## src/shared/fws_pkg.sv

```systemverilog
// Purpose: Constants, types and command tables for the flash status and write-inhibit host controller
// Assumes: 250 MHz clock, word-wide asynchronous flash, classic Wishbone register port
// Notes: Unlock addresses and command data are plain defaults; adjust them for the attached part
//
// Contract
// - Toggle status valid after last write strobe; reads paced by OE or CE.
// - Host trusts bit 5 only while bit 7 or 6 shows busy.
// - After a bit 5 failure host issues reset; device returns to read.
// - Host checks bit 3 before and after each added sector cycle.
// - Write only with chip select and write strobe low, output strobe high.
// - Array-altering commands are sent as multi-cycle sequences only; the host sends added sector and resume cycles as single writes.
package fws_pkg;

    // ========================================================
    // Register map (byte addresses)
    localparam logic [7:0] FWS_REG_CTRL = 8'h00;
    localparam logic [7:0] FWS_REG_ADDR = 8'h04;
    localparam logic [7:0] FWS_REG_WDATA = 8'h08;
    localparam logic [7:0] FWS_REG_RDATA = 8'h0C;
    localparam logic [7:0] FWS_REG_STATUS = 8'h10;

    // Status field positions
    localparam int FWS_ST_BUSY = 0;
    localparam int FWS_ST_DONE = 1;
    localparam int FWS_ST_FAIL = 2;
    localparam int FWS_ST_DROPPED = 3;
    localparam int FWS_ST_LOCKOUT = 4;
    localparam int FWS_ST_ERASETIMER = 5;

    // ========================================================
    // Pin timing in ns and derived cycle counts (least times round up)
    localparam int FWS_CLK_MHZ = 250;
    localparam int FWS_ACCESS_NS = 120;
    localparam int FWS_WPULSE_NS = 50;
    localparam int FWS_WHIGH_NS = 30;
    localparam int FWS_OEHIGH_NS = 20;
    localparam logic [5:0] FWS_ACCESS_CYC = 6'((FWS_ACCESS_NS * FWS_CLK_MHZ + 999) / 1000);
    localparam logic [5:0] FWS_WPULSE_CYC = 6'((FWS_WPULSE_NS * FWS_CLK_MHZ + 999) / 1000);
    localparam logic [5:0] FWS_WHIGH_CYC = 6'((FWS_WHIGH_NS * FWS_CLK_MHZ + 999) / 1000);
    localparam logic [5:0] FWS_OEHIGH_CYC = 6'((FWS_OEHIGH_NS * FWS_CLK_MHZ + 999) / 1000);

    // ========================================================
    // Command cycles
    localparam logic [19:0] FWS_UNLOCK1_ADDR = 20'h00555;
    localparam logic [19:0] FWS_UNLOCK2_ADDR = 20'h002AA;
    localparam logic [15:0] FWS_UNLOCK1_DATA = 16'h00AA;
    localparam logic [15:0] FWS_UNLOCK2_DATA = 16'h0055;
    localparam logic [15:0] FWS_PROGRAM_DATA = 16'h00A0;
    localparam logic [15:0] FWS_ERASE_DATA = 16'h0080;
    localparam logic [15:0] FWS_SECTOR_DATA = 16'h0030;
    localparam logic [15:0] FWS_CHIP_DATA = 16'h0010;
    localparam logic [15:0] FWS_SUSPEND_DATA = 16'h00B0;
    localparam logic [15:0] FWS_RESET_DATA = 16'h00F0;

    typedef enum logic [3:0] {
        FWS_OP_READ = 4'h0,
        FWS_OP_PROGRAM = 4'h1,
        FWS_OP_SECTOR_ERASE = 4'h2,
        FWS_OP_CHIP_ERASE = 4'h3,
        FWS_OP_ERASE_ADD = 4'h4,
        FWS_OP_SUSPEND = 4'h5,
        FWS_OP_RESUME = 4'h6,
        FWS_OP_RESET = 4'h7,
        FWS_OP_POLL = 4'h8
    } fws_op_t;

    // Flash strobe and address pins, all active-low strobes
    typedef struct packed {
        logic ceN;
        logic oeN;
        logic weN;
        logic [19:0] addr;
    } fws_pins_t;

    localparam fws_pins_t FWS_PINS_IDLE = '{ceN: 1'b1, oeN: 1'b1, weN: 1'b1, addr: 20'h00000};

    // One bus cycle of a command sequence
    typedef struct packed {
        logic [19:0] addr;
        logic [15:0] data;
        logic last;
    } fws_step_t;

endpackage

```

## src/hw/fws_host.sv

```systemverilog
// Purpose: Host controller that sequences commands into the flash and polls its toggle status bits
// Assumes: Software drives it over classic Wishbone; flash strobes and data bus are pins
// Notes: One operation at a time; CTRL writes while busy or under supply lockout are ignored
`timescale 1ns/10ps
module fws_host (
    input wire logic clock,
    input wire logic rst,
    input wire logic [7:0] wbAdr,
    input wire logic [31:0] wbDatW,
    output logic [31:0] wbDatR,
    input wire logic wbWe,
    input wire logic [3:0] wbSel,
    input wire logic wbCyc,
    input wire logic wbStb,
    output logic wbAck,
    output fws_pkg::fws_pins_t flashPins,
    output logic flashRstN,
    output logic [15:0] dqOut,
    output logic dqOe,
    input wire logic [15:0] dqIn,
    input wire logic supplyOk
);

    typedef enum {ST_IDLE, ST_WSETUP, ST_WLOW, ST_WHIGH, ST_RLOW, ST_RGAP, ST_NEXT} fws_state_t;
    typedef enum {PH_CMD, PH_READ, PH_PRE, PH_POST, PH_POLL, PH_RESET} fws_phase_t;

    fws_state_t state;
    fws_phase_t phase;
    fws_pkg::fws_op_t op;
    logic [19:0] regAddr;
    logic [15:0] regWdata;
    logic [15:0] regRdata;
    logic [15:0] prevWord;
    logic [15:0] dqMeta;
    logic [15:0] dqSync;
    logic supplyMeta;
    logic supplySync;
    logic [5:0] waitCnt;
    logic [2:0] stepIdx;
    logic pollSecond;
    logic limitSeen;
    logic busy;
    logic done;
    logic fail;
    logic dropped;
    logic goReq;
    fws_pkg::fws_step_t step;

    // ========================================================
    // Input synchronisers; first stage feeds only the second
    always_ff @(posedge clock or posedge rst) begin
        if (rst) begin
            dqMeta <= 16'h0000;
            dqSync <= 16'h0000;
            supplyMeta <= 1'b0;
            supplySync <= 1'b0;
        end else begin
            dqMeta <= dqIn;
            dqSync <= dqMeta;
            supplyMeta <= supplyOk;
            supplySync <= supplyMeta;
        end
    end

    // ========================================================
    // Command table; program and both erase ops span several cycles, an added sector cycle is one write
    always_comb begin
        step = '{addr: regAddr, data: fws_pkg::FWS_RESET_DATA, last: 1'b1};
        case (op)
            fws_pkg::FWS_OP_PROGRAM: begin
                case (stepIdx)
                    3'd0: step = '{addr: fws_pkg::FWS_UNLOCK1_ADDR, data: fws_pkg::FWS_UNLOCK1_DATA, last: 1'b0};
                    3'd1: step = '{addr: fws_pkg::FWS_UNLOCK2_ADDR, data: fws_pkg::FWS_UNLOCK2_DATA, last: 1'b0};
                    3'd2: step = '{addr: fws_pkg::FWS_UNLOCK1_ADDR, data: fws_pkg::FWS_PROGRAM_DATA, last: 1'b0};
                    default: step = '{addr: regAddr, data: regWdata, last: 1'b1};
                endcase
            end
            fws_pkg::FWS_OP_SECTOR_ERASE, fws_pkg::FWS_OP_CHIP_ERASE: begin
                case (stepIdx)
                    3'd0, 3'd3: step = '{addr: fws_pkg::FWS_UNLOCK1_ADDR, data: fws_pkg::FWS_UNLOCK1_DATA, last: 1'b0};
                    3'd1, 3'd4: step = '{addr: fws_pkg::FWS_UNLOCK2_ADDR, data: fws_pkg::FWS_UNLOCK2_DATA, last: 1'b0};
                    3'd2: step = '{addr: fws_pkg::FWS_UNLOCK1_ADDR, data: fws_pkg::FWS_ERASE_DATA, last: 1'b0};
                    default: begin
                        if (op == fws_pkg::FWS_OP_CHIP_ERASE) begin
                            step = '{addr: fws_pkg::FWS_UNLOCK1_ADDR, data: fws_pkg::FWS_CHIP_DATA, last: 1'b1};
                        end else begin
                            step = '{addr: regAddr, data: fws_pkg::FWS_SECTOR_DATA, last: 1'b1};
                        end
                    end
                endcase
            end
            fws_pkg::FWS_OP_ERASE_ADD, fws_pkg::FWS_OP_RESUME: begin
                step = '{addr: regAddr, data: fws_pkg::FWS_SECTOR_DATA, last: 1'b1};
            end
            fws_pkg::FWS_OP_SUSPEND: begin
                step = '{addr: regAddr, data: fws_pkg::FWS_SUSPEND_DATA, last: 1'b1};
            end
            default: begin
                step = '{addr: regAddr, data: fws_pkg::FWS_RESET_DATA, last: 1'b1};
            end
        endcase
        if (phase == PH_RESET) begin
            step = '{addr: regAddr, data: fws_pkg::FWS_RESET_DATA, last: 1'b1};
        end
    end

    // ========================================================
    // Wishbone slave; ack one cycle after request, dropped next cycle
    assign goReq = wbCyc && wbStb && !wbAck && wbWe && wbSel[0] && (wbAdr == fws_pkg::FWS_REG_CTRL);

    always_ff @(posedge clock or posedge rst) begin
        if (rst) begin
            wbAck <= 1'b0;
            wbDatR <= 32'h00000000;
            regAddr <= 20'h00000;
            regWdata <= 16'h0000;
        end else begin
            wbAck <= wbCyc && wbStb && !wbAck;
            if (wbCyc && wbStb && !wbAck && wbWe && !busy) begin
                // Address and data are frozen while an operation runs
                if (wbAdr == fws_pkg::FWS_REG_ADDR) begin
                    regAddr <= wbDatW[19:0];
                end else if (wbAdr == fws_pkg::FWS_REG_WDATA) begin
                    regWdata <= wbDatW[15:0];
                end
            end
            if (wbAdr == fws_pkg::FWS_REG_CTRL) begin
                wbDatR <= {28'h0000000, op};
            end else if (wbAdr == fws_pkg::FWS_REG_ADDR) begin
                wbDatR <= {12'h000, regAddr};
            end else if (wbAdr == fws_pkg::FWS_REG_WDATA) begin
                wbDatR <= {16'h0000, regWdata};
            end else if (wbAdr == fws_pkg::FWS_REG_RDATA) begin
                wbDatR <= {16'h0000, regRdata};
            end else if (wbAdr == fws_pkg::FWS_REG_STATUS) begin
                wbDatR <= {26'h0000000, regRdata[3], !supplySync, dropped, fail, done, busy};
            end else begin
                wbDatR <= 32'h00000000;
            end
        end
    end

    // ========================================================
    // Pin sequencer and poll algorithm
    always_ff @(posedge clock or posedge rst) begin
        if (rst) begin
            // Strobes held high through reset so no power-up write is seen
            state <= ST_IDLE;
            phase <= PH_CMD;
            op <= fws_pkg::FWS_OP_READ;
            flashPins <= fws_pkg::FWS_PINS_IDLE;
            flashRstN <= 1'b0;
            dqOut <= 16'h0000;
            dqOe <= 1'b0;
            waitCnt <= 6'h00;
            stepIdx <= 3'h0;
            pollSecond <= 1'b0;
            limitSeen <= 1'b0;
            prevWord <= 16'h0000;
            regRdata <= 16'h0000;
            busy <= 1'b0;
            done <= 1'b0;
            fail <= 1'b0;
            dropped <= 1'b0;
        end else begin
            flashRstN <= 1'b1;
            if (waitCnt != 6'h00) begin
                waitCnt <= waitCnt - 6'h01;
            end
            if (!supplySync && state != ST_IDLE) begin
                // Abandon the operation; never strobe a write under lockout
                state <= ST_IDLE;
                busy <= 1'b0;
                fail <= 1'b1;
                dqOe <= 1'b0;
                flashPins <= fws_pkg::FWS_PINS_IDLE;
            end else begin
                case (state)
                    ST_IDLE: begin
                        if (goReq && !busy && supplySync) begin
                            op <= fws_fwd(wbDatW[3:0]);
                            busy <= 1'b1;
                            done <= 1'b0;
                            fail <= 1'b0;
                            dropped <= 1'b0;
                            stepIdx <= 3'h0;
                            pollSecond <= 1'b0;
                            limitSeen <= 1'b0;
                            state <= ST_NEXT;
                            if (wbDatW[3:0] == fws_pkg::FWS_OP_READ) begin
                                phase <= PH_READ;
                                state <= ST_RGAP;
                            end else if (wbDatW[3:0] == fws_pkg::FWS_OP_POLL) begin
                                phase <= PH_POLL;
                                state <= ST_RGAP;
                            end else if (wbDatW[3:0] == fws_pkg::FWS_OP_ERASE_ADD) begin
                                phase <= PH_PRE; // Bit 3 checked before the data cycle
                                state <= ST_RGAP;
                            end else begin
                                phase <= PH_CMD;
                                state <= ST_WSETUP;
                            end
                        end
                    end
                    ST_WSETUP: begin
                        // Address and data settle with output strobe high
                        flashPins <= '{ceN: 1'b0, oeN: 1'b1, weN: 1'b1, addr: step.addr};
                        dqOut <= step.data;
                        dqOe <= 1'b1;
                        waitCnt <= fws_pkg::FWS_WPULSE_CYC;
                        state <= ST_WLOW;
                    end
                    ST_WLOW: begin
                        // Runs down to zero so the low time is never one cycle short of the minimum
                        flashPins.weN <= 1'b0;
                        if (waitCnt == 6'h00) begin
                            flashPins.weN <= 1'b1;
                            waitCnt <= fws_pkg::FWS_WHIGH_CYC;
                            state <= ST_WHIGH;
                        end
                    end
                    ST_WHIGH: begin
                        // Data held past the rising write edge, then released
                        if (waitCnt == 6'h01) begin
                            flashPins.ceN <= 1'b1;
                            dqOe <= 1'b0;
                            state <= ST_NEXT;
                        end
                    end
                    ST_RGAP: begin
                        // Output strobe high gap separates status reads
                        flashPins <= '{ceN: 1'b1, oeN: 1'b1, weN: 1'b1, addr: regAddr};
                        dqOe <= 1'b0;
                        waitCnt <= fws_pkg::FWS_OEHIGH_CYC;
                        state <= ST_RLOW;
                    end
                    ST_RLOW: begin
                        if (flashPins.ceN && waitCnt == 6'h01) begin
                            flashPins.ceN <= 1'b0;
                            flashPins.oeN <= 1'b0;
                            waitCnt <= fws_pkg::FWS_ACCESS_CYC + 6'h02; // Plus synchroniser delay
                        end else if (!flashPins.ceN && waitCnt == 6'h01) begin
                            regRdata <= dqSync; // Busy bank answers with status
                            flashPins.ceN <= 1'b1;
                            flashPins.oeN <= 1'b1;
                            state <= ST_NEXT;
                        end
                    end
                    default: begin
                        // ST_NEXT: decide the following cycle
                        state <= ST_IDLE;
                        busy <= 1'b0;
                        done <= 1'b1;
                        case (phase)
                            PH_CMD: begin
                                if (!step.last) begin
                                    stepIdx <= stepIdx + 3'h1;
                                    busy <= 1'b1;
                                    done <= 1'b0;
                                    state <= ST_WSETUP;
                                end else if (op == fws_pkg::FWS_OP_PROGRAM || op == fws_pkg::FWS_OP_CHIP_ERASE) begin
                                    phase <= PH_POLL; // Status valid after last write edge
                                    busy <= 1'b1;
                                    done <= 1'b0;
                                    state <= ST_RGAP;
                                end else if (op == fws_pkg::FWS_OP_ERASE_ADD) begin
                                    phase <= PH_POST;
                                    busy <= 1'b1;
                                    done <= 1'b0;
                                    state <= ST_RGAP;
                                end
                            end
                            PH_PRE: begin
                                if (regRdata[3]) begin
                                    dropped <= 1'b1; // Timer expired, cycle would be ignored
                                end else begin
                                    phase <= PH_CMD;
                                    busy <= 1'b1;
                                    done <= 1'b0;
                                    state <= ST_WSETUP;
                                end
                            end
                            PH_POST: begin
                                dropped <= regRdata[3]; // High after the cycle may mean dropped
                            end
                            PH_POLL: begin
                                busy <= 1'b1;
                                done <= 1'b0;
                                state <= ST_RGAP;
                                prevWord <= regRdata;
                                pollSecond <= 1'b1;
                                if (pollSecond) begin
                                    if (regRdata[6] == prevWord[6]) begin
                                        // Toggle stopped: algorithm finished
                                        busy <= 1'b0;
                                        done <= 1'b1;
                                        state <= ST_IDLE;
                                    end else if (limitSeen) begin
                                        // Still toggling after the limit flag: failed
                                        fail <= 1'b1;
                                        phase <= PH_RESET;
                                        state <= ST_WSETUP;
                                    end else if (regRdata[5]) begin
                                        // Bit 5 trusted only while toggling; reread pair
                                        limitSeen <= 1'b1;
                                        pollSecond <= 1'b0;
                                    end
                                end
                            end
                            PH_RESET: begin
                                fail <= 1'b1; // Reset command returns device to read
                            end
                            default: begin
                            end
                        endcase
                    end
                endcase
            end
        end
    end

    // ========================================================
    // Opcode decode; unknown codes map to FWS_OP_READ, but CTRL starts them as commands, so the reset cycle is written
    function automatic fws_pkg::fws_op_t fws_fwd(input logic [3:0] code);
        fws_pkg::fws_op_t result;
        result = fws_pkg::FWS_OP_READ;
        if (code <= 4'h8) begin
            result = fws_pkg::fws_op_t'(code);
        end
        return result;
    endfunction

endmodule

```

## config.mk

```make
export PLATFORM = sky130hd
export DESIGN_NAME = fws_host
export DESIGN_NICKNAME = d
export VERILOG_FILES = /design/src/shared/fws_pkg.sv /design/src/hw/fws_host.sv
export SDC_FILE = /design/constraint.sdc
export NUM_CORES = 1
export LEC_CHECK = 0
export BUFFER_PORTS_ARGS = -buffer_cell sky130_fd_sc_hd__buf_2
export CAP_MARGIN = 20
export CORE_MARGIN = 2
export CORE_UTILIZATION = 40
export DETAILED_ROUTE_END_ITERATION = 10
export HOLD_SLACK_MARGIN = 0.08
export PLACE_DENSITY = 0.68
export SYNTH_ARGS = -nofsm -noshare
export SYNTH_HDL_FRONTEND = slang
export SYNTH_SLANG_ARGS = --single-unit
export TNS_END_PERCENT = 10
```

## constraint.sdc

```tcl
create_clock -name clock -period 4.8 [get_ports clock]
set_clock_uncertainty 0.05 [all_clocks]
set_input_delay 0.24 -clock clock [delete_from_list [all_inputs] [get_ports clock]]
set_output_delay 0.24 -clock clock [all_outputs]
set_load 0.05 [all_outputs]
```

==> flow_metrics.env, run 1 <==
export IMPL_hold_violations=0
export IMPL_synthFlopType="dfrtp_1"
export IMPL_numCtsBuffers=17
export IMPL_dp_hpwl_mm=13.46
export IMPL_reg2regPathDepth=5
export IMPL_drive_above_1_share_pct=27.97
export IMPL_post_cts_buffers=0
export IMPL_whs_ns=0.03556
export IMPL_syn_area_um2=8043
export IMPL_synth_edf_count=0
export IMPL_grt_usage_pct=18.67
export IMPL_start_util_pct=41.06
export IMPL_drtIter0Drc=512
export IMPL_hold_path_class="input port to asynchronous set/reset pin"
export IMPL_status="completed"
export IMPL_startpoint_type="register"
export IMPL_gp_congestion=0.8798
export IMPL_finalNonFillerCells=1123
export IMPL_dpl_cell_count=1054
export IMPL_postSynthAreaPerCell_um2=11.26
export IMPL_crit_path_max_fanout=22
export IMPL_vias_per_cell=5.313
export IMPL_path_clk_slew_ns=0.07
export IMPL_cts_num_sinks=174
export IMPL_rsz0062_at_grt="false"
export IMPL_min_period_over_period_pct=56.38
export IMPL_firstDrtPassIters=5
export IMPL_ir_worst_vdd_mv=0.2422
export IMPL_synthCells=714
export IMPL_grt_pass1_vias=5840
export IMPL_layout_area_overhead_vs_synth_pct=20.57
export IMPL_die_h_um=145.8
export IMPL_overflow=0
export IMPL_final_common_cell="dfrtp_1"
export IMPL_ctsHoldBuffers=37
export IMPL_layout_setup_ws_ns=2.094
export IMPL_clock_fmax_ghz=0.3696
export IMPL_layout_common_cells="dfrtp_1 (171), buf_2 (112), mux2_2 (68), nor2_1 (56)"
export IMPL_htreeDepth=4
export IMPL_die_w_um=145.8
export IMPL_diodes=0
export IMPL_grt_max_degree=175
export IMPL_relSlewSlack_pct=29.32
export IMPL_drc_errors=0
export IMPL_layout_nets=919
export IMPL_cp_data_required_time_ns=5.05
export IMPL_min_period_ns=2.706
export IMPL_dpl_cell_area_um2=8728
export IMPL_antenna_found_initial=1
export IMPL_finalMaxSlewViolations=0
export IMPL_p_leak_nw=4.617
export IMPL_pre_cts_ws_ns=1.944
export IMPL_drt_total_wl_mm=19.63
export IMPL_ys_types=79
export IMPL_synth_seq_cells=174
export IMPL_tightest_slew_ns=1.057
export IMPL_post_cts_resized=0
export IMPL_io_pins=140
export IMPL_setup_viol=0
export IMPL_vias=5967
export IMPL_cts_tree="done"
export IMPL_ctsLongestPathBuffers=2
export IMPL_maxCapViolations=0
export IMPL_grt_pass1_wl_mm=31.65
export IMPL_worstPathArrival_ns=2.96
export IMPL_async_flop_share_pct=100.0
export IMPL_cts_root_buffer="clkbuf_16"
export IMPL_yosys_warnings=0
export IMPL_fin_tns_setup_ns=0
export IMPL_wl_per_cell_um=17.48
export IMPL_synth_seq_area_share_pct=54.18
export IMPL_finish_instance_area_um2=9697
export IMPL_core_area_um2=19590
export IMPL_dieArea_um2=21260
export IMPL_critPathKind="register to register"
export IMPL_num_rows=51
export IMPL_p_per_area_nw_per_um2=345.3
export IMPL_io_buffers=112
export IMPL_cp_end_kind="register"
export IMPL_ant_nets=0
export IMPL_clk_latency_ns=0.42
[stage by stage]
step	util (%)	total power [mW]
2_1_floorplan	-	1.872
3_3_place_gp	44.56	1.960
3_5_place_dp	44.56	1.969
4_1_cts	49.50	3.385
5_1_grt	49.50	3.498
6_report	49.50	3.349
[report_power, final]
group | internal [mW] | switching (mW)
clock | 0.767 | 0.619
sequential | 1.53 | 0.0549
combinational | 0.142 | 0.238
total | 2.44 | 0.911
[worst max-delay path: stages (launching register included)]
cell and delay (ns):
dfrtp_1 0.83, nor2b_1 0.36, a2111o_1 0.62, a21oi_2 0.23
nor2_1 0.15, a221o_1 0.34
[synthesized netlist by cell type (10+ instances only)]
library cell | n | share of area (%)
dfrtp_1 | 171 | 53
o21ai_0 | 39 | 2.4
mux2_2 | 68 | 9.5
a22o_1 | 25 | 2.7
buf_4 | 15 | 1.4
clkbuf_1 | 26 | 1.2
a21oi_1 | 34 | 2.1
nor3_1 | 16 | 1.0
a22oi_1 | 10 | 0.93
nand3_1 | 13 | 0.81
a221o_1 | 10 | 1.2
nand2_1 | 39 | 1.8
nor2_1 | 56 | 2.6
nand2b_1 | 13 | 1.0
inv_1 | 19 | 0.89
[layout make-up]
cell class                      count  area, um^2
Clock inverter                     12       141.4
Clock buffer                       20       456.7
Tap cell                          265       331.6
Inverter                           19       75.07
Timing Repair Buffer              152       965.9
Sequential cell                   174        4358
Multi-Input combinational cell    481        3368
Fill cell                        1783        9893
[state kept, by name, indices dropped and copies added, names as in the netlist, 3 cells and up]
register	count
waitCnt	6
dqSync	16
phase	3
dqOut	16
state	3
flashPins	23
regAddr	20
regRdata	16
regWdata	16
stepIdx	3
op	4
dqMeta	16
wbDatR	20
[layer usage]
metal	track usage, %	vias to the layer above	wire (um)
li1	-	2838	-
met1	25.59	2945	9162
met2	30.00	159	9247
met3	3.887	23	889
met4	5.490	2	313
met5	0	-	13
[worst paths after layout]
kind                                 startpoint                  endpoint  slack [ns]
min reg2reg                 dqMeta[5]$_DFF_PP0_       dqSync[5]$_DFF_PP0_        0.30
max                        state[1]$_DFFE_PP0P_  flashPins[4]$_DFFE_PP0P_        2.09
min                                         rst      dqSync[10]$_DFF_PP0_        0.04
max reg2reg                state[1]$_DFFE_PP0P_  flashPins[4]$_DFFE_PP0P_        2.09
max in group asynchronous                   rst    stepIdx[2]$_DFFE_PP0P_        4.01
min in group clock                    wbDatW[2]         op[2]$_DFFE_PP0P_        0.11
[kinds of logic after synthesis]
logic type	after synthesis	synth area share (%)
AO/OA/AOI/OAI	186	16.32
other	2	0.09338
AND/OR/NAND/NOR	198	13.27
flip-flops	174	54.18
buffers and inverters	70	4.449
adder cells (fa/ha/maj)	9	1.369
multiplexers	70	9.770
XOR/XNOR	5	0.5445
(Power assumes the default switching activity.)
==> run 2: changes to the inputs <==
--- a/config.mk
+++ b/config.mk
@@ -11,7 +11,7 @@
 export CORE_UTILIZATION = 40
 export DETAILED_ROUTE_END_ITERATION = 10
 export HOLD_SLACK_MARGIN = 0.08
-export PLACE_DENSITY = 0.68
+export PLACE_DENSITY = 0.65
 export SYNTH_ARGS = -nofsm -noshare
 export SYNTH_HDL_FRONTEND = slang
 export SYNTH_SLANG_ARGS = --single-unit
==> constraint.sdc (replaced) <==
create_clock -name clock -period 2.7 [get_ports clock]
set_clock_uncertainty 0.05 [all_clocks]
set_input_delay 0.135 -clock clock [delete_from_list [all_inputs] [get_ports clock]]
set_output_delay 0.135 -clock clock [all_outputs]
set_load 0.05 [all_outputs]
==> flow_metrics.env, run 2 (synthesis results as in run 1) <==
export IMPL_status="completed"
export IMPL_layout_area_overhead_vs_synth_pct=23.74
export IMPL_rrSetupSlack_ns=0.32
export IMPL_hp_start="wbAdr[6]"
export IMPL_cts_num_sinks=174
export IMPL_final_common_cell="dfrtp_1"
export IMPL_rsz0062_at_grt="false"
export IMPL_r2r_end="phase[1]$_DFFE_PP0P_"
export IMPL_slowest_stage="dfrtp_1"
export IMPL_nFillCells=1774
export IMPL_drt_total_wl_mm=20.14
export IMPL_die_w_um=145.8
export IMPL_crit_chain="or2_0, nor3_1, nand4_1, o211ai_1, mux2_2"
export IMPL_critPathKind="register to register"
export IMPL_clock_fmax_ghz=0.4197
export IMPL_grt_usage_pct=19.43
export IMPL_overflow=0
export IMPL_dieArea_um2=21260
export IMPL_worstPathArrival_ns=2.65
export IMPL_num_rows=51
export IMPL_finalMaxSlewViolations=0
export IMPL_hold_violations=0
export IMPL_gp_congestion=0.9210
export IMPL_vias=6152
export IMPL_die_h_um=145.8
export IMPL_io_pins=140
export IMPL_min_period_ns=2.382
export IMPL_io_buffers=112
export IMPL_diodes=0
export IMPL_grt_max_degree=52
export IMPL_ant_nets=0
export IMPL_slowest_delay_ns=0.55
export IMPL_numCtsBuffers=17
export IMPL_cts_tree="done"
export IMPL_htreeDepth=4
export IMPL_cp_end_kind="register"
export IMPL_firstDrtPassIters=5
export IMPL_reg_largest_list="flashPins (23), regAddr (20), wbDatR (20)"
export IMPL_tightest_slew_ns=0.9346
export IMPL_fin_tns_setup_ns=0
export IMPL_drive_above_1_share_pct=30.07
export IMPL_hold_path_class="input port to register"
export IMPL_layout_nets=950
export IMPL_wl_per_cell_um=17.47
export IMPL_crit_path_max_fanout=15
export IMPL_p_leak_nw=4.766
export IMPL_cp_data_required_time_ns=2.97
export IMPL_drtIter0Drc=585
export IMPL_grt_pass1_vias=6028
export IMPL_regMostFlops="flashPins"
export IMPL_min_period_over_period_pct=88.24
export IMPL_path_clk_slew_ns=0.07
export IMPL_whs_path_depth=3
export IMPL_antenna_found_initial=0
export IMPL_dp_hpwl_mm=14.48
export IMPL_maxCapViolations=0
export IMPL_start_util_pct=41.06
export IMPL_relSlewSlack_pct=37.46
export IMPL_setup_viol=0
export IMPL_reg2reg_from="op[2]$_DFFE_PP0P_"
export IMPL_ctsLongestPathBuffers=2
export IMPL_post_cts_buffers=0
export IMPL_startpoint_type="register"
export IMPL_clk_latency_ns=0.44
export IMPL_cts_root_buffer="clkbuf_16"
export IMPL_grt_pass1_wl_mm=32.64
export IMPL_ir_worst_vdd_mv=0.4795
export IMPL_whs_ns=0.1834
export IMPL_drc_errors=0
export IMPL_core_area_um2=19590
export IMPL_layout_common_cells="dfrtp_1 (171), buf_2 (112), mux2_2 (68), nor2_1 (56), dlygate4sd3_1 (41)"
export IMPL_reg2regPathDepth=5
export IMPL_largest_reg_flops=23
export IMPL_min_to="wbDatR[4]$_DFF_PP0_"
export IMPL_p_per_area_nw_per_um2=599.9
export IMPL_vias_per_cell=5.336
-- run 2: cell count changes in the layout (fill, tap and decap cells not counted) --
cell,before,now
clkbuf_1,1,0
inv_6,4,7
clkinvlp_4,1,2
buf_12,1,3
clkinv_4,3,0
inv_8,3,4
clkbuf_8,2,0
buf_4,2,27
dlygate4sd3_1,37,41
-- run 2: metal layers --
metal  part of all wire (%)  up-vias  global-route usage, %
met5                      0        -                      0
met3                    4.2       31                  3.918
li1                       -     2906                      -
met1                     47     3052                  27.32
met4                    2.7        0                  8.137
met2                     47      163                  29.34
-- run 2: critical path, delay by kind of cell (launching register included) --
family	cells	cell delay (ns)
compound gates	1	0.41
flops	1	0.55
mux	1	0.38
simple gates	3	0.88
-- run 2: how the worst max path moves through the flow --
stage	startpoint	endpoint	slack, ns	cells past startpoint
floorplan	rst	busy$_DFFE_PP0P_	0.29	1
finish	op[2]$_DFFE_PP0P_	phase[1]$_DFFE_PP0P_	0.32	5
global placement	op[2]$_DFFE_PP0P_	phase[1]$_DFFE_PP0P_	0.39	5
detailed placement	op[2]$_DFFE_PP0P_	phase[1]$_DFFE_PP0P_	0.38	5
global route	op[2]$_DFFE_PP0P_	flashPins[9]$_DFFE_PP0P_	0.19	5
CTS	op[2]$_DFFE_PP0P_	phase[1]$_DFFE_PP0P_	0.37	5
-- run 2: final cells by class --
type / count / area, um^2 / share of cell area [%]
Clock inverter: 14 / 160.2 / 1.609
Multi-Input combinational cell: 481 / 3368 / 33.84
Timing Repair Buffer: 183 / 1234 / 12.40
Clock buffer: 17 / 425.4 / 4.275
Sequential cell: 174 / 4358 / 43.79
Inverter: 19 / 75.07 / 0.7543
Tap cell: 265 / 331.6 / 3.332
-- run 2: stage by stage --
stage / util, % / setup slack [ns] / instance area (um^2) / cells / total power, mW
2_1_floorplan: - / 0.2928 / 8088 / 725 / 3.329
5_1_grt: 50.80 / 0.1937 / 9952 / 1153 / 6.233
4_1_cts: 50.80 / 0.3676 / 9952 / 1153 / 6.033
6_report: 50.80 / 0.3175 / 9952 / 1153 / 5.970
3_5_place_dp: 45.72 / 0.3772 / 8956 / 1081 / 3.521
3_3_place_gp: 45.72 / 0.3911 / 8956 / 1081 / 3.508
-- run 2: where the power goes --
| group | total (mW) | internal (mW) | switching [mW] |
|---|---|---|---|
| logic | 0.711 | 0.273 | 0.438 |
| registers | 2.80 | 2.72 | 0.0861 |
| clock network | 2.46 | 1.32 | 1.14 |
| total | 5.97 | 4.31 | 1.66 |
-- run 2: timing repair --
item / CTS / global route
hold endpoints to repair: 92 / 0
resized for setup: 0 / 0
hold buffers: 41 / 0
